File: src/rtl/pmst_pkg.sv
// Behaviour
// - input status bit 4 latches on input under-voltage fault.
// - input status bit 5 latches on input under-voltage warning.
// - input status bit 6 latches on input over-voltage warning.
// - input status bit 7 latches on input over-voltage fault.
// - external temperature status bit 6 latches on over-temperature warning.
// - external temperature status bit 7 latches on over-temperature fault.
// - communication status bit 1 latches on bus timeout or malformed transaction.
// - communication status bit 5 latches on packet error check mismatch.
// - communication status bit 7 latches on invalid or unsupported command code.
// - vendor status bit 6 latches on die over-temperature warning.
// - vendor status bit 7 latches on die over-temperature fault.
// - input voltage reading returns a 16-bit linear-format word.
// - output voltage reading returns a 16-bit mantissa without exponent.
// - output current reading returns a 16-bit linear-format word.
// - first temperature command returns external temperature, 16-bit linear format.
// - second temperature command returns die temperature, 16-bit linear format.
// - mode byte holds exponent in bits 4:0, bits 7:5 read 000.
// - clear-faults empties latched bits, drops alert; present faults set again.
// - summary bit 13 set whenever any input warning or fault bit is set.
package pmst_pkg;
  localparam int STAT_W  = 8;
  localparam int TELEM_W = 16;
  localparam int EXP_W   = 5;
  localparam int NUM_GRP = 4;
  localparam int NUM_CH  = 5;

  localparam logic [7:0] CMD_CLEAR_FAULTS  = 8'h03;
  localparam logic [7:0] CMD_OUTPUT_VOLTAGE_VALUE_MODE     = 8'h20;
  localparam logic [7:0] CMD_STAT_INPUT    = 8'h7C;
  localparam logic [7:0] CMD_STAT_EXT_TEMP = 8'h7D;
  localparam logic [7:0] CMD_STAT_COMM     = 8'h7E;
  localparam logic [7:0] CMD_STAT_VENDOR   = 8'h80;
  localparam logic [7:0] CMD_INPUT_VOLTAGE_READING      = 8'h88;
  localparam logic [7:0] CMD_OUTPUT_VOLTAGE_READING     = 8'h8B;
  localparam logic [7:0] CMD_OUTPUT_CURRENT_READING     = 8'h8C;
  localparam logic [7:0] CMD_READ_EXT_TEMP = 8'h8D;
  localparam logic [7:0] CMD_READ_DIE_TEMP = 8'h8E;

  localparam int IN_UV_FAULT_BIT = 4;
  localparam int IN_UV_WARN_BIT  = 5;
  localparam int IN_OV_WARN_BIT  = 6;
  localparam int IN_OV_FAULT_BIT = 7;
  localparam int TEMP_WARN_BIT   = 6;
  localparam int TEMP_FAULT_BIT  = 7;
  localparam int COMM_BUS_BIT    = 1;
  localparam int COMM_PEC_BIT    = 5;
  localparam int COMM_CMD_BIT    = 7;

  localparam int SUM_COMM_BIT  = 1;
  localparam int SUM_TEMP_BIT  = 2;
  localparam int SUM_VENDOR_BIT = 12;
  localparam int SUM_INPUT_BIT = 13;

  localparam int GRP_IN   = 0;
  localparam int GRP_EXT  = 1;
  localparam int GRP_COMM = 2;
  localparam int GRP_DIE  = 3;
  localparam logic [NUM_GRP-1:0][STAT_W-1:0] GRP_MASK = {8'hC0, 8'hA2, 8'hC0, 8'hF0};

  localparam int CH_VIN  = 0;
  localparam int CH_OUTPUT_VOLTAGE_VALUE = 1;
  localparam int CH_OUTPUT_CURRENT_VALUE = 2;
  localparam int CH_EXT  = 3;
  localparam int CH_DIE  = 4;

  localparam logic [2:0]         OUTPUT_VOLTAGE_VALUE_MODE_LINEAR = 3'h0;
  localparam logic [7:0]         BYTE_PAD         = 8'h00;
  localparam logic [STAT_W-1:0]  STAT_RESET       = 8'h00;
  localparam logic [TELEM_W-1:0] WORD_RESET       = 16'h0000;
  localparam logic [1:0]         BYTES_NONE       = 2'h0;
  localparam logic [1:0]         BYTES_ONE        = 2'h1;
  localparam logic [1:0]         BYTES_TWO        = 2'h2;

  typedef enum logic [2:0] {KIND_BAD, KIND_CLEAR, KIND_MODE, KIND_STATUS, KIND_TELEM} pmst_kind_t;
  typedef enum logic [0:0] {ST_IDLE, ST_ANSWER} pmst_fsm_t;

  typedef struct packed {
    pmst_fsm_t          fsm;
    logic [7:0]         code;
    logic               rsp_valid;
    logic [TELEM_W-1:0] rsp_data;
    logic [1:0]         rsp_bytes;
    logic               rsp_unsupported;
    logic               clear;
    logic               cmd_fault;
    logic               alert;
    logic [TELEM_W-1:0] summary;
  } pmst_top_state_t;
endpackage

File: src/rtl/pmst_stat_if.sv
`timescale 1ns/1ps
`default_nettype none
interface pmst_stat_if #(parameter int W = 8);
  logic [W-1:0] evt;
  logic         clr;
  logic [W-1:0] latched;
  modport latch (input evt, input clr, output latched);
  modport owner (output evt, output clr, input latched);
endinterface
`default_nettype wire

File: src/rtl/pmst_regs.sv
`timescale 1ns/1ps
`default_nettype none
module pmst_regs
  import pmst_pkg::*;
(
  input  wire logic               core_clk_i,
  input  wire logic               rst_i,
  input  wire logic               cmd_valid_i,
  input  wire logic [7:0]         cmd_code_i,
  input  wire logic               input_undervolt_fault_i,
  input  wire logic               input_undervolt_warning_i,
  input  wire logic               input_overvolt_warning_i,
  input  wire logic               input_overvolt_fault_i,
  input  wire logic               ext_overtemp_warning_i,
  input  wire logic               ext_overtemp_fault_i,
  input  wire logic               die_overtemp_warning_i,
  input  wire logic               die_overtemp_fault_i,
  input  wire logic               bus_timeout_format_fault_i,
  input  wire logic               packet_check_fault_i,
  input  wire logic               bad_command_fault_i,
  input  wire logic               telem_update_i,
  input  wire logic [TELEM_W-1:0] input_voltage_value_i,
  input  wire logic [TELEM_W-1:0] output_voltage_value_i,
  input  wire logic [EXP_W-1:0]   output_voltage_exp_i,
  input  wire logic [TELEM_W-1:0] output_current_value_i,
  input  wire logic [TELEM_W-1:0] external_temp_value_i,
  input  wire logic [TELEM_W-1:0] die_temp_value_i,
  output logic                    rsp_valid_o,
  output logic      [TELEM_W-1:0] rsp_data_o,
  output logic      [1:0]         rsp_bytes_o,
  output logic                    rsp_unsupported_o,
  output logic                    alert_o,
  output logic      [TELEM_W-1:0] status_summary_o
);
  ////////////////////////////////////////////////////////////////////////////////
  // command decoding, shared by the answer path and the fault path

  function automatic pmst_kind_t cmd_kind(input logic [7:0] code);
    unique case (code)
      CMD_CLEAR_FAULTS:  cmd_kind = KIND_CLEAR;
      CMD_OUTPUT_VOLTAGE_VALUE_MODE:     cmd_kind = KIND_MODE;
      CMD_STAT_INPUT,
      CMD_STAT_EXT_TEMP,
      CMD_STAT_COMM,
      CMD_STAT_VENDOR:   cmd_kind = KIND_STATUS;
      CMD_INPUT_VOLTAGE_READING,
      CMD_OUTPUT_VOLTAGE_READING,
      CMD_OUTPUT_CURRENT_READING,
      CMD_READ_EXT_TEMP,
      CMD_READ_DIE_TEMP: cmd_kind = KIND_TELEM;
      default:           cmd_kind = KIND_BAD;
    endcase
  endfunction

  function automatic logic [1:0] grp_of(input logic [7:0] code);
    unique case (code)
      CMD_STAT_EXT_TEMP: grp_of = 2'(GRP_EXT);
      CMD_STAT_COMM:     grp_of = 2'(GRP_COMM);
      CMD_STAT_VENDOR:   grp_of = 2'(GRP_DIE);
      default:           grp_of = 2'(GRP_IN);
    endcase
  endfunction

  function automatic logic [2:0] chan_of(input logic [7:0] code);
    unique case (code)
      CMD_OUTPUT_VOLTAGE_READING:     chan_of = 3'(CH_OUTPUT_VOLTAGE_VALUE);
      CMD_OUTPUT_CURRENT_READING:     chan_of = 3'(CH_OUTPUT_CURRENT_VALUE);
      CMD_READ_EXT_TEMP: chan_of = 3'(CH_EXT);
      CMD_READ_DIE_TEMP: chan_of = 3'(CH_DIE);
      default:           chan_of = 3'(CH_VIN);
    endcase
  endfunction

  ////////////////////////////////////////////////////////////////////////////////
  // state and sub-blocks

  pmst_top_state_t s;
  pmst_top_state_t next_s;

  logic [NUM_GRP-1:0][STAT_W-1:0]  grp_evt;
  logic [NUM_GRP-1:0][STAT_W-1:0]  grp_latched;
  logic [NUM_CH-1:0][TELEM_W-1:0]  telem_vals;
  logic [NUM_CH-1:0][TELEM_W-1:0]  telem_snap;
  pmst_kind_t                      kind;

  pmst_stat_if #(.W(STAT_W)) grp_if [NUM_GRP] ();

  genvar g;
  generate
    for (g = 0; g < NUM_GRP; g++)
    begin : gen_grp
      assign grp_if[g].evt   = grp_evt[g];
      assign grp_if[g].clr   = s.clear;
      assign grp_latched[g]  = grp_if[g].latched;
      pmst_sticky #(
        .W    (STAT_W),
        .MASK (GRP_MASK[g])
      ) u_sticky (
        .core_clk_i (core_clk_i),
        .rst_i      (rst_i),
        .stat       (grp_if[g])
      );
    end
  endgenerate

  pmst_telem #(
    .W (TELEM_W),
    .N (NUM_CH)
  ) u_telem (
    .core_clk_i (core_clk_i),
    .rst_i      (rst_i),
    .update_i   (telem_update_i),
    .values_i   (telem_vals),
    .snap_o     (telem_snap)
  );

  ////////////////////////////////////////////////////////////////////////////////
  // fault sources onto their status bit positions

  always_comb
  begin
    grp_evt = '0;
    grp_evt[GRP_IN][IN_UV_FAULT_BIT]  = input_undervolt_fault_i;
    grp_evt[GRP_IN][IN_UV_WARN_BIT]   = input_undervolt_warning_i;
    grp_evt[GRP_IN][IN_OV_WARN_BIT]   = input_overvolt_warning_i;
    grp_evt[GRP_IN][IN_OV_FAULT_BIT]  = input_overvolt_fault_i;
    grp_evt[GRP_EXT][TEMP_WARN_BIT]   = ext_overtemp_warning_i;
    grp_evt[GRP_EXT][TEMP_FAULT_BIT]  = ext_overtemp_fault_i;
    grp_evt[GRP_COMM][COMM_BUS_BIT]   = bus_timeout_format_fault_i;
    grp_evt[GRP_COMM][COMM_PEC_BIT]   = packet_check_fault_i;
    grp_evt[GRP_COMM][COMM_CMD_BIT]   = bad_command_fault_i | s.cmd_fault;
    grp_evt[GRP_DIE][TEMP_WARN_BIT]   = die_overtemp_warning_i;
    grp_evt[GRP_DIE][TEMP_FAULT_BIT]  = die_overtemp_fault_i;
  end

  always_comb
  begin
    telem_vals          = '0;
    telem_vals[CH_VIN]  = input_voltage_value_i;
    telem_vals[CH_OUTPUT_VOLTAGE_VALUE] = output_voltage_value_i;
    telem_vals[CH_OUTPUT_CURRENT_VALUE] = output_current_value_i;
    telem_vals[CH_EXT]  = external_temp_value_i;
    telem_vals[CH_DIE]  = die_temp_value_i;
  end

  ////////////////////////////////////////////////////////////////////////////////
  // command sequencer: take in idle, answer one cycle later

  assign kind = cmd_kind(s.code);

  always_comb
  begin
    next_s                 = s;
    next_s.rsp_valid       = 1'b0;
    next_s.rsp_unsupported = 1'b0;
    next_s.clear           = 1'b0;
    next_s.cmd_fault       = 1'b0;
    unique case (s.fsm)
      ST_IDLE:
      begin
        // a request during the answer cycle is dropped; the transport serialises
        if (cmd_valid_i)
        begin
          next_s.code = cmd_code_i;
          next_s.fsm  = ST_ANSWER;
        end
      end
      ST_ANSWER:
      begin
        next_s.fsm       = ST_IDLE;
        next_s.rsp_valid = 1'b1;
        next_s.rsp_data  = WORD_RESET;
        next_s.rsp_bytes = BYTES_NONE;
        unique case (kind)
          KIND_STATUS:
          begin
            next_s.rsp_data  = {BYTE_PAD, grp_latched[grp_of(s.code)]};
            next_s.rsp_bytes = BYTES_ONE;
          end
          KIND_TELEM:
          begin
            // output voltage carries mantissa only; exponent via mode byte
            next_s.rsp_data  = telem_snap[chan_of(s.code)];
            next_s.rsp_bytes = BYTES_TWO;
          end
          KIND_MODE:
          begin
            next_s.rsp_data  = {BYTE_PAD, OUTPUT_VOLTAGE_VALUE_MODE_LINEAR, output_voltage_exp_i};
            next_s.rsp_bytes = BYTES_ONE;
          end
          KIND_CLEAR:
          begin
            next_s.clear = 1'b1;
          end
          KIND_BAD:
          begin
            next_s.rsp_unsupported = 1'b1;
            next_s.cmd_fault       = 1'b1;
          end
        endcase
      end
    endcase

    // alert follows latched bits, so it drops one edge after the clear lands
    next_s.alert   = |grp_latched;
    next_s.summary = '0;
    next_s.summary[SUM_INPUT_BIT]  = |grp_latched[GRP_IN];
    next_s.summary[SUM_VENDOR_BIT] = |grp_latched[GRP_DIE];
    next_s.summary[SUM_TEMP_BIT]   = |grp_latched[GRP_EXT];
    next_s.summary[SUM_COMM_BIT]   = |grp_latched[GRP_COMM];
  end

  always_ff @(posedge core_clk_i or posedge rst_i)
  begin
    if (rst_i)
    begin
      s <= '0;
    end
    else
    begin
      s <= next_s;
    end
  end

  ////////////////////////////////////////////////////////////////////////////////
  // outputs straight from the state flops

  assign rsp_valid_o       = s.rsp_valid;
  assign rsp_data_o        = s.rsp_data;
  assign rsp_bytes_o       = s.rsp_bytes;
  assign rsp_unsupported_o = s.rsp_unsupported;
  assign alert_o           = s.alert;
  assign status_summary_o  = s.summary;
endmodule
`default_nettype wire

File: src/rtl/pmst_sticky.sv
`timescale 1ns/1ps
`default_nettype none
module pmst_sticky
  import pmst_pkg::*;
#(
  parameter int              W    = STAT_W,
  parameter logic [W-1:0]    MASK = '1
)
(
  input  wire logic  core_clk_i,
  input  wire logic  rst_i,
  pmst_stat_if.latch stat
);
  typedef struct packed {
    logic [W-1:0] latched;
  } pmst_sticky_state_t;

  pmst_sticky_state_t s;
  pmst_sticky_state_t next_s;

  ////////////////////////////////////////////////////////////////////////////////
  // set wins over clear: a fault still present re-latches in the clear cycle
  always_comb
  begin
    next_s = s;
    if (stat.clr)
    begin
      next_s.latched = stat.evt & MASK;
    end
    else
    begin
      next_s.latched = (s.latched | stat.evt) & MASK;
    end
  end

  always_ff @(posedge core_clk_i or posedge rst_i)
  begin
    if (rst_i)
    begin
      s <= '0;
    end
    else
    begin
      s <= next_s;
    end
  end

  assign stat.latched = s.latched;
endmodule
`default_nettype wire

File: src/rtl/pmst_telem.sv
`timescale 1ns/1ps
`default_nettype none
module pmst_telem
  import pmst_pkg::*;
#(
  parameter int W = TELEM_W,
  parameter int N = NUM_CH
)
(
  input  wire logic                core_clk_i,
  input  wire logic                rst_i,
  input  wire logic                update_i,
  input  wire logic [N-1:0][W-1:0] values_i,
  output logic      [N-1:0][W-1:0] snap_o
);
  typedef struct packed {
    logic [N-1:0][W-1:0] snap;
  } pmst_telem_state_t;

  pmst_telem_state_t s;
  pmst_telem_state_t next_s;

  ////////////////////////////////////////////////////////////////////////////////
  // all channels move together so one strobe gives a coherent set
  always_comb
  begin
    next_s = s;
    if (update_i)
    begin
      next_s.snap = values_i;
    end
  end

  always_ff @(posedge core_clk_i or posedge rst_i)
  begin
    if (rst_i)
    begin
      s <= '0;
    end
    else
    begin
      s <= next_s;
    end
  end

  assign snap_o = s.snap;
endmodule
`default_nettype wire

File: config.mk
export PLATFORM = sky130hd
export DESIGN_NAME = pmst_regs
export DESIGN_NICKNAME = d
export VERILOG_FILES = /design/src/rtl/pmst_pkg.sv /design/src/rtl/pmst_stat_if.sv /design/src/rtl/pmst_regs.sv /design/src/rtl/pmst_sticky.sv /design/src/rtl/pmst_telem.sv
export SDC_FILE = /design/constraint.sdc
export NUM_CORES = 1
export LEC_CHECK = 0
export ABC_AREA = 1
export BUFFER_PORTS_ARGS = -buffer_cell sky130_fd_sc_hd__clkbuf_2
export CORE_ASPECT_RATIO = 1.75
export CORE_MARGIN = 2
export CORE_UTILIZATION = 31
export CTS_CLUSTER_DIAMETER = 50
export CTS_CLUSTER_SIZE = 14
export DETAILED_ROUTE_END_ITERATION = 16
export PLACE_DENSITY = 0.59
export SLEW_MARGIN = 5
export SYNTH_ARGS = -nofsm -noshare
export SYNTH_HDL_FRONTEND = slang
export SYNTH_SLANG_ARGS = --single-unit
File: constraint.sdc
create_clock -name core_clk_i -period 5.5 [get_ports core_clk_i]
set_clock_uncertainty 0.1 [all_clocks]
set_input_delay 0.275 -clock core_clk_i [delete_from_list [all_inputs] [get_ports core_clk_i]]
set_output_delay 0.275 -clock core_clk_i [all_outputs]
set_load 0.02 [all_outputs]
After elaboration in Yosys (flattened, before gate mapping)
Cells that the tools add are included.
{"block": "op_classes", "eq_ne": 15, "bitwise_logic": 6, "muxes": 21, "magnitude_cmp": 2, "reduce_logical": 9}
{"op": "$pmux 18 s3", "n": 1}
{"op": "$bmux 16 s3", "n": 1}
{"op": "$eq 8x8->1 const B", "n": 6}
{"op": "$mux 8", "n": 5}
{"op": "$or 8x8->8", "n": 4}
{"op": "$reduce_or 32->1", "n": 1}
{"op": "$reduce_or 8->1", "n": 4}
{"op": "$eq 8x7->1 const B", "n": 3}
{"op": "$pmux 3 s4", "n": 2}
{"op": "$mux 22", "n": 1}
{"op": "$bmux 8 s2", "n": 1}
{"op": "$mux 16", "n": 1}
{"op": "$mux 9", "n": 1}
{"op": "$eq 8x2->1 const B", "n": 1}
{"op": "$eq 8x6->1 const B", "n": 1}
{"op": "$eq 3x2->1 const B", "n": 2}
{"op": "$mux 3", "n": 2}
{"op": "$pmux 2 s3", "n": 1}
{"op": "$reduce_or 5->1", "n": 1}
{"op": "$lt 3x4->1 const B", "n": 1}
{"op": "$mux 2", "n": 2}
{"op": "$reduce_or 4->1", "n": 1}
{"op": "$eq 3x1->1 const B", "n": 1}
{"op": "$eq 3x3->1 const B", "n": 1}
{"op": "other kinds (7)", "n": 8}
{"block": "word_totals", "register_bits": 148, "input_bits": 108, "out_inout_bits": 37, "wordCells": 72}

Depth between registers and ports, before layout
Gate-level depths: netlist of the first run.
{"block": "depth", "depth_word": 10, "ltp_mapped": 14}

Cells and area by module
Synthesis of the first run repeated with hierarchy kept, for this count alone.
{"block": "unflattened", "hier_cells": 884, "hier_area_um2": 6670.1}
{"mod": "pmst_telem", "cells_per_inst": 339, "area_per_inst_um2": 3056.7, "seq_area_each_um2": 2001.9, "n_inst": 1}
{"mod": "pmst_regs", "cells_per_inst": 468, "area_per_inst_um2": 3011.6, "seq_area_each_um2": 875.8, "n_inst": 1}
{"mod": "pmst_sticky at gen_grp[1].u_sticky ...", "cells_per_inst": 17, "area_per_inst_um2": 128.9, "seq_area_each_um2": 50.0, "n_inst": 2}
{"mod": "pmst_sticky at gen_grp[0].u_sticky", "cells_per_inst": 23, "area_per_inst_um2": 186.4, "seq_area_each_um2": 100.1, "n_inst": 1}
{"mod": "pmst_sticky at gen_grp[2].u_sticky", "cells_per_inst": 20, "area_per_inst_um2": 157.7, "seq_area_each_um2": 75.1, "n_inst": 1}

Worst setup path after synthesis of the first run
OpenSTA, ideal clock, no wires.
{"block": "synth_timing", "path_type": "reg-to-reg", "start": "register s[45] in the netlist's numbering", "end": "register s, in the netlist rsp_data_o[0]", "stages_incl_launch_ff": 14, "slack_ps": 3894, "required_ps": 5283, "t_arrival_ps": 1389, "path_cell_list": "dfrtp_1 inv_2 nand2_2 nor2_8 nand2_4 inv_4 buf_6 nand3_1 nand2_1 nand2_1 nand2_1 nand2_1 nand2_1 nand2_1"}
{"block": "synth_between", "elab_chain_cells": 7}
{"item": "from (decl)", "line_no": "pmst_regs.sv:77", "text": "pmst_top_state_t s;"}
{"item": "from (signal assigned)", "line_no": "pmst_regs.sv:221", "text": "s <= next_s;"}
{"item": "$eq 8x8->1 (tied with other cells)", "line_no": "pmst_regs.sv:39, pmst_regs.sv:65"}
{"item": "$pmux 3 s4 / $pmux 2 s3 (equally long branches)", "line_no": "pmst_regs.sv:65, pmst_regs.sv:56"}
{"item": "$mux 3 / $mux 2 (equally long branches)", "line_no": "pmst_regs.sv:174", "text": "unique case (kind)"}
{"item": "$mux 3 / $mux 2 (equally long branches)", "line_no": "pmst_regs.sv:158", "text": "unique case (s.fsm)"}
{"item": "$bmux 16 s3 / $bmux 8 s2 (equally long branches)", "line_no": "pmst_regs.sv:183, pmst_regs.sv:177"}
{"item": "$mux 16 (not written as such) / $mux 8 (equally long branches)", "line_no": "pmst_regs.sv:183, pmst_regs.sv:177"}
{"item": "$pmux 18 s3 *", "line_no": "pmst_regs.sv:174"}
Mark *: on every way between the ends. The rest lies on a longest branch, timed or not. The select of a mux whose other input is x is not followed.
A chain may end at the register's enable or synchronous reset.

Worst setup path after layout of the first run
{"block": "layout_timing", "start": "register s[44] in the netlist's numbering", "end": "register s, in the netlist rsp_data_o[14]"}
{"block": "layout_between", "elab_chain_cells": 7}
{"item": "$eq 8x8->1", "line_no": "pmst_regs.sv:39, pmst_regs.sv:65"}
{"item": "$pmux 3 s4", "line_no": "pmst_regs.sv:65", "text": "unique case (code)"}
{"item": "$mux 3", "line_no": "pmst_regs.sv:174"}
{"item": "$mux 3", "line_no": "pmst_regs.sv:158"}
{"item": "$bmux 16 s3", "line_no": "pmst_regs.sv:183", "text": "next_s.rsp_data = telem_snap[chan_of(s.code)];"}
{"item": "$mux 16 (not written as such)", "line_no": "pmst_regs.sv:183"}
{"item": "$pmux 18 s3 *", "line_no": "pmst_regs.sv:174"}
Marked as above.

==> results of run 1 <==
-- sequential cells by signal (all words and copies together), names as in the netlist --
signal and count:
u_telem.snap_o 80, rsp_data_o 16, gen_grp.u_sticky.stat.latched 11, s 10
status_summary_o 4, rsp_bytes_o 2, alert_o 1, grp_if.clr 1
rsp_valid_o 1
-- cells in the mapped netlist (4+ instances only) --
| master | n | area [um2] |
|---|---|---|
| sky130_fd_sc_hd__nor2_1 | 11 | 41.3 |
| sky130_fd_sc_hd__nand2_1 | 205 | 769 |
| sky130_fd_sc_hd__o21bai_1 | 10 | 75.1 |
| sky130_fd_sc_hd__inv_2 | 13 | 48.8 |
| sky130_fd_sc_hd__mux2_2 | 46 | 518 |
| sky130_fd_sc_hd__nand3_1 | 49 | 245 |
| sky130_fd_sc_hd__o21ai_1 | 4 | 20.0 |
| sky130_fd_sc_hd__buf_6 | 5 | 56.3 |
| sky130_fd_sc_hd__inv_1 | 64 | 240 |
| sky130_fd_sc_hd__o21ai_0 | 56 | 280 |
| sky130_fd_sc_hd__buf_4 | 35 | 263 |
| sky130_fd_sc_hd__clkbuf_1 | 14 | 52.6 |
| sky130_fd_sc_hd__buf_2 | 7 | 35.0 |
| sky130_fd_sc_hd__nand2_4 | 4 | 45.0 |
| sky130_fd_sc_hd__dfrtp_1 | 126 | 3150 |
| sky130_fd_sc_hd__o211ai_1 | 13 | 97.6 |
-- layer usage --
layer  vias to the layer above  part of all wire  global-route usage  wire length [um]
li1                       2525                 -                   -                 -
met3                        28             0.031              0.0298               520
met2                       127              0.55               0.310              9220
met1                      2422              0.39               0.174              6520
met5                         -                 0                   0                 0
met4                         0             0.029              0.0793               478
-- worst paths after layout --
check / cells after the start / slack [ps] / endpoint
max: 8 / 3260 / rsp_data_o[14]
min: 2 / 7 / u_telem.snap_o[51]
max reg2reg: 8 / 3260 / rsp_data_o[14]
min reg2reg: 2 / 370 / status_summary_o[12]
max in group asynchronous: 4 / 3510 / s[42]
min in group asynchronous: 3 / 500 / u_telem.snap_o[76]
-- cell families (layout without fill, tap and decap cells) --
group | Yosys count | after routing
buffers and inverters | 144 | 322
AO/OA/AOI/OAI | 87 | 87
AND/OR/NAND/NOR | 291 | 291
other | 1 | 12
multiplexers | 46 | 46
flip-flops | 126 | 126
-- critical path: cells and delay by family, from the launching register on --
kind | cells | cell delay, ps
flops | 1 | 400
buf+inv | 1 | 220
simple gates | 7 | 1460
-- layout make-up --
class                   instances  share of cell area
flip-flops and latches        126               0.389
multi-input cells             436               0.290
well taps                     245              0.0378
clock buffers                  26              0.0604
inverters                      79              0.0372
clock inverters                 2             0.00124
repair buffers                215               0.184
-- through the flow --
stage | cells | hold slack [ps] | instance area [um2] | utilization | power (mW)
after global routing | 1129 | 3.28 | 8100 | 0.412 | 2.43
final | 1129 | 7.11 | 8100 | 0.412 | 2.33
after CTS | 1129 | 0.0379 | 8100 | 0.412 | 2.36
after global placement | 1020 | 354 | 6790 | 0.346 | 1.32
after floorplan | 706 | 272 | 6240 | - | 1.24
after detailed placement | 1020 | 359 | 6790 | 0.346 | 1.33
-- power by group through the flow --
stage          Combinational [mW]  Sequential, mW  Clock (mW)
2_1_floorplan               0.198            1.04           0
3_3_place_gp                0.268            1.05           0
3_5_place_dp                0.272            1.06           0
4_1_cts                     0.318            1.04        1.00
5_1_grt                     0.354            1.05        1.03
6_report                    0.315            1.04       0.977
-- what timing repair did --
item	4_1_cts	5_1_grt
gates resized for setup	0	0
hold endpoints to repair	149	0
hold buffers	81	0
==> qor.yml, run 1 <==
clocking:
  postCtsSetupRepairBufs: 0
  h-tree-depth: 4
  cts_root_buf: "sky130_fd_sc_hd__clkbuf_16"
  cts_num_sinks: 126
  tritoncts: "done"
  cts_made_buffers: 17
  cts-root-to-sink-buffers: 2
  path_clk_slew_ps: 50
  worstSkewPairLatency_ps: 410
finish:
  fillers: 1991
  antennaDiodeCount: 0
  layout_common_cells: "sky130_fd_sc_hd__nand2_1 (205), sky130_fd_sc_hd__clkbuf_2 (131), sky130_fd_sc_hd__dfrtp_1 (126)"
  regArea_mm2: 0.00315
  area_growth_syn_to_layout_pct: 30.8
  fin_nets: 983
  post_route_cells_drive_above_1_share: 0.264
  layout_commonest_cell: "sky130_fd_sc_hd__nand2_1"
  area_of_the_multi_input_gates_mm2: 0.00235
power_and_ir_drop:
  leakage_nw: 4.18
  part_of_the_power_in_registers: 0.446
  power.ir.vdd_worst_uv: 193
  power_per_cell_area_mw_per_mm2: 288
  netSwitchingPower_uw: 587
  power.share.combinational: 0.135
  netSwitchingFraction: 0.252
  clock_power_share: 0.419
  internal-power_mw: 1.75
synth:
  synth_enable_flop_cells: 0
  synth_top_family_by_area: "simple AND/OR/NAND/NOR gates"
  yosys.cell_types.count: 35
  synth_compound_gate_area_share: 0.0800
  synth_seq_cells: 126
  post_synth_mux_area_share: 0.0836
  synth-async-reset-ratio: 1.00
  synthSimpleGateAreaFrac: 0.209
  synth.cell_area_mm2: 0.00620
  postSynth.topFlopCell: "sky130_fd_sc_hd__dfrtp_1"
  synth_area_per_cell_um2: 8.92
  synthCells: 695
  synth_adder_area_share: 0
  synth_xor_xnor_area_share: 0
  synth-seq-area-share: 0.509
  synth-warning-count: 0
drt:
  vias: 5102
  wire_per_inst_um: 14.8
  route.detailed.vias_per_inst: 4.52
  route.final.wire_length_mm: 16.7
  antenna_left: 0
  detailedRoute.firstIterationViolations: 207
  post-route-drc-count: 0
  drt_first_pass_iters: 4
place:
  dpl.hpwl_mm: 11.8
  portBuffers: 132
  place_worst_setup_slack_ps: 3290
  global_placer_s_final_weighted_congestion: 0.813
worst_setup_path:
  cp.arrival_ps: 2490
  max_stage_delay_ps: 400
  worstPathCellList: "nor2_1 -> nand3_1 -> nor2_4 -> inv_2 -> nand4_2 -> and2_1 -> nand3_1 -> nand2_1"
  crit_fanout: 18
  endpoint_kind: "register"
  timing.critical_path.from: "s[44]"
  timing.setup.critical_path_class: "register to register"
  cpMostUsedCell: "sky130_fd_sc_hd__nand3_1"
  worst_setup_path_start_kind: "register"
  critical_path.slowest_cell: "sky130_fd_sc_hd__dfrtp_1"
  cp.required_ps: 5750
  regToRegStartpoint: "s[44]"
global_route:
  total_routing_usage_reported_by_global_routing: 0.164
  grt_first_pass_wirelength_mm: 26.9
  first_global_vias: 5320
  antenna_violations_before_repair: 0
  grt_max_degree: 71
  globalRoute.totalOverflow: 0
sta:
  fmax_mhz: 447
  finalHoldViolations: 0
  final_critical_path_setup_slack_ps: 3260
  setup_viol: 0
  setup_total_negative_slack_ps: 0
  final_max_slew_viol_count: 0
  final.min_clock_period_ps: 2240
  timing.max_slew.rel_slack: 0.409
  setup_repair_after_global_routing_missed_its_margin: "false"
  timing.final.crit_share: 0.407
  max_slew.worst_pin.slew_ps: 886
min_path:
  hp-class: "primary input to register"
  holdCritStartpoint: "external_temp_value_i[3]"
floorplan:
  io_pins: 145
  dieHeight_um: 191
  core_ar_mm2: 0.0197
  rows: 68
  floorplan.initialDensity: 0.315
  die_width_um: 111
  floorplan.die_area_mm2: 0.0212
outcome:
  run_status: "finished, final reports clean"
job:
  max_cap_viols: 0
(Power assumes the default switching activity.)
==> run 2, diff against run 1 <==
==> constraint.sdc (replaced) <==
create_clock -name core_clk_i -period 2.35 [get_ports core_clk_i]
set_clock_uncertainty 0.1 [all_clocks]
set_input_delay 0.1175 -clock core_clk_i [delete_from_list [all_inputs] [get_ports core_clk_i]]
set_output_delay 0.1175 -clock core_clk_i [all_outputs]
set_load 0.02 [all_outputs]
==> qor.yml, run 2 (same netlist as run 1, synthesis figures left out) <==
drt:
  post-route-drc-count: 0
  drt_first_pass_iters: 4
  route.final.wire_length_mm: 17.3
  detailedRoute.firstIterationViolations: 188
  wire_per_inst_um: 14.9
  route.detailed.vias_per_inst: 4.47
  vias: 5204
  antenna_left: 0
sta:
  max_slew.worst_pin.slew_ps: 807
  timing.max_slew.rel_slack: 0.461
  setup_total_negative_slack_ps: 0
  final.min_clock_period_ps: 1930
  setup_viol: 0
  final_max_slew_viol_count: 0
  fmax_mhz: 517
  setup_repair_after_global_routing_missed_its_margin: "false"
  timing.final.crit_share: 0.823
  timing.hold.ws_ps: 25.9
  finalHoldViolations: 0
power_and_ir_drop:
  power.ir.vdd_worst_uv: 396
  leakage_nw: 4.36
  power_per_cell_area_mw_per_mm2: 684
worst_setup_path:
  timing.setup.critical_path_class: "register to register"
  crit_fanout: 18
  max_stage_delay_ps: 420
  worst-path-buf-inv: 2
  cp.arrival_ps: 2130
  worstPathCellList: "inv_2 -> nand2_2 -> nor2_8 -> nand2_4 -> inv_4 -> nand3_1 -> nand2_1 -> nand2_1 -> nand2_1 -> nand2_1 -> nand2_1 -> nand2_1"
  worst_setup_path_start_kind: "register"
  endpoint_kind: "register"
  cp.required_ps: 2550
  critical_path.slowest_cell: "sky130_fd_sc_hd__dfrtp_1"
  crit_family: "simple AND/OR/NAND/NOR gates"
  cpMostUsedCell: "sky130_fd_sc_hd__nand2_1"
clocking:
  cts-root-to-sink-buffers: 2
  path_clk_slew_ps: 60
  h-tree-depth: 4
  tritoncts: "done"
  cts_made_buffers: 17
  cts_num_sinks: 126
  ctsResizeCount: 0
  cts_root_buf: "sky130_fd_sc_hd__clkbuf_16"
  worstSkewPairLatency_ps: 410
  postCtsSetupRepairBufs: 0
floorplan:
  dieHeight_um: 191
  rows: 68
  floorplan.initialDensity: 0.315
  io_pins: 145
  die_width_um: 111
  floorplan.die_area_mm2: 0.0212
  core_ar_mm2: 0.0197
finish:
  fillers: 1910
  post_route_cells_drive_above_1_share: 0.272
  fin_nets: 1014
  area_growth_syn_to_layout_pct: 37.8
  final_cell_count_no_fill: 1164
  layout_common_cells: "sky130_fd_sc_hd__nand2_1 (205), sky130_fd_sc_hd__clkbuf_2 (131), sky130_fd_sc_hd__dfrtp_1 (126)"
  largest_register_ff_count: 80
  layout_commonest_cell: "sky130_fd_sc_hd__nand2_1"
  antennaDiodeCount: 0
outcome:
  run_status: "finished, final reports clean"
place:
  portBuffers: 132
  dpl.hpwl_mm: 12.2
  global_placer_s_final_weighted_congestion: 0.825
  numPlacedInstances: 1028
global_route:
  globalRoute.totalOverflow: 0
  first_global_vias: 5443
  total_routing_usage_reported_by_global_routing: 0.167
  grt_max_degree: 58
  antenna_violations_before_repair: 0
  grt_first_pass_wirelength_mm: 27.6
min_path:
  hp-class: "primary input to register"
job:
  max_cap_viols: 0
run 2: cell types whose count changed in the layout (fill, tap and decap cells not counted), sizes merged, moves of 2 or more:
cell,previous run,this run
dlygate4sd3,81,104
buf,3,11
clkbuf,157,151
clkinvlp,0,5
bufinv,0,2
clkinv,3,5
run 2: layout make-up:
| class | instances | area [um2] | share of cell area |
|---|---|---|---|
| Timing Repair Buffer | 246 | 1830 | 0.214 |
| Sequential cell | 126 | 3150 | 0.369 |
| Multi-Input combinational cell | 436 | 2350 | 0.276 |
| Clock buffer | 20 | 457 | 0.0535 |
| Tap cell | 245 | 307 | 0.0359 |
| Inverter | 79 | 303 | 0.0355 |
| Clock inverter | 12 | 135 | 0.0158 |
run 2: timing repair:
| action | CTS | global route |
|---|---|---|
| endpoints found under the setup margin | 0 | 0 |
| endpoints found under the hold margin | 132 | 0 |
| hold buffers | 104 | 0 |
run 2: power breakdown:
part | leakage [nW] | total, mW | switching, mW | internal [mW]
Sequential | 1.49 | 2.44 | 0.0979 | 2.34
Clock | 0.279 | 2.60 | 0.981 | 1.62
Combinational | 2.59 | 0.794 | 0.413 | 0.381
run 2: per-layer routing:
layer / vias to the layer above / part of all wire / track usage
li1: 2607 / - / -
met5: - / 0 / 0
met4: 0 / 0.032 / 0.0803
met1: 2432 / 0.38 / 0.181
met3: 25 / 0.034 / 0.0298
met2: 140 / 0.55 / 0.313
run 2: tightest hold or removal path: stages:
cell	delay, ps
sky130_fd_sc_hd__clkbuf_2	70
sky130_fd_sc_hd__nand2_1	40
sky130_fd_sc_hd__clkinv_1	210
run 2: final timing paths:
kind | depth (start not counted) | slack [ps] | start | end
min in group asynchronous | 3 | 300 | rst_i | status_summary_o[2]
max in group asynchronous | 4 | 1210 | rst_i | u_telem.snap_o[10]
worst min register to register | 2 | 370 | gen_grp[1].u_sticky.stat.latched[6] | status_summary_o[2]
worst max register to register | 12 | 420 | s[43] | rsp_data_o[7]
worst max-delay path | 12 | 420 | s[43] | rsp_data_o[7]
worst min-delay path | 3 | 30 | cmd_valid_i | s[47]
run 2: stage by stage:
| step | total power, mW | worst slack [ps] | cell area, um2 | utilization |
|---|---|---|---|---|
| after detailed placement | 3.14 | 433 | 6900 | 0.351 |
| final | 5.84 | 416 | 8540 | 0.434 |
| after floorplan | 2.91 | 579 | 6240 | - |
| after global routing | 6.12 | 254 | 8540 | 0.434 |
| after global placement | 3.13 | 460 | 6900 | 0.351 |
| after CTS | 5.91 | 428 | 8540 | 0.434 |
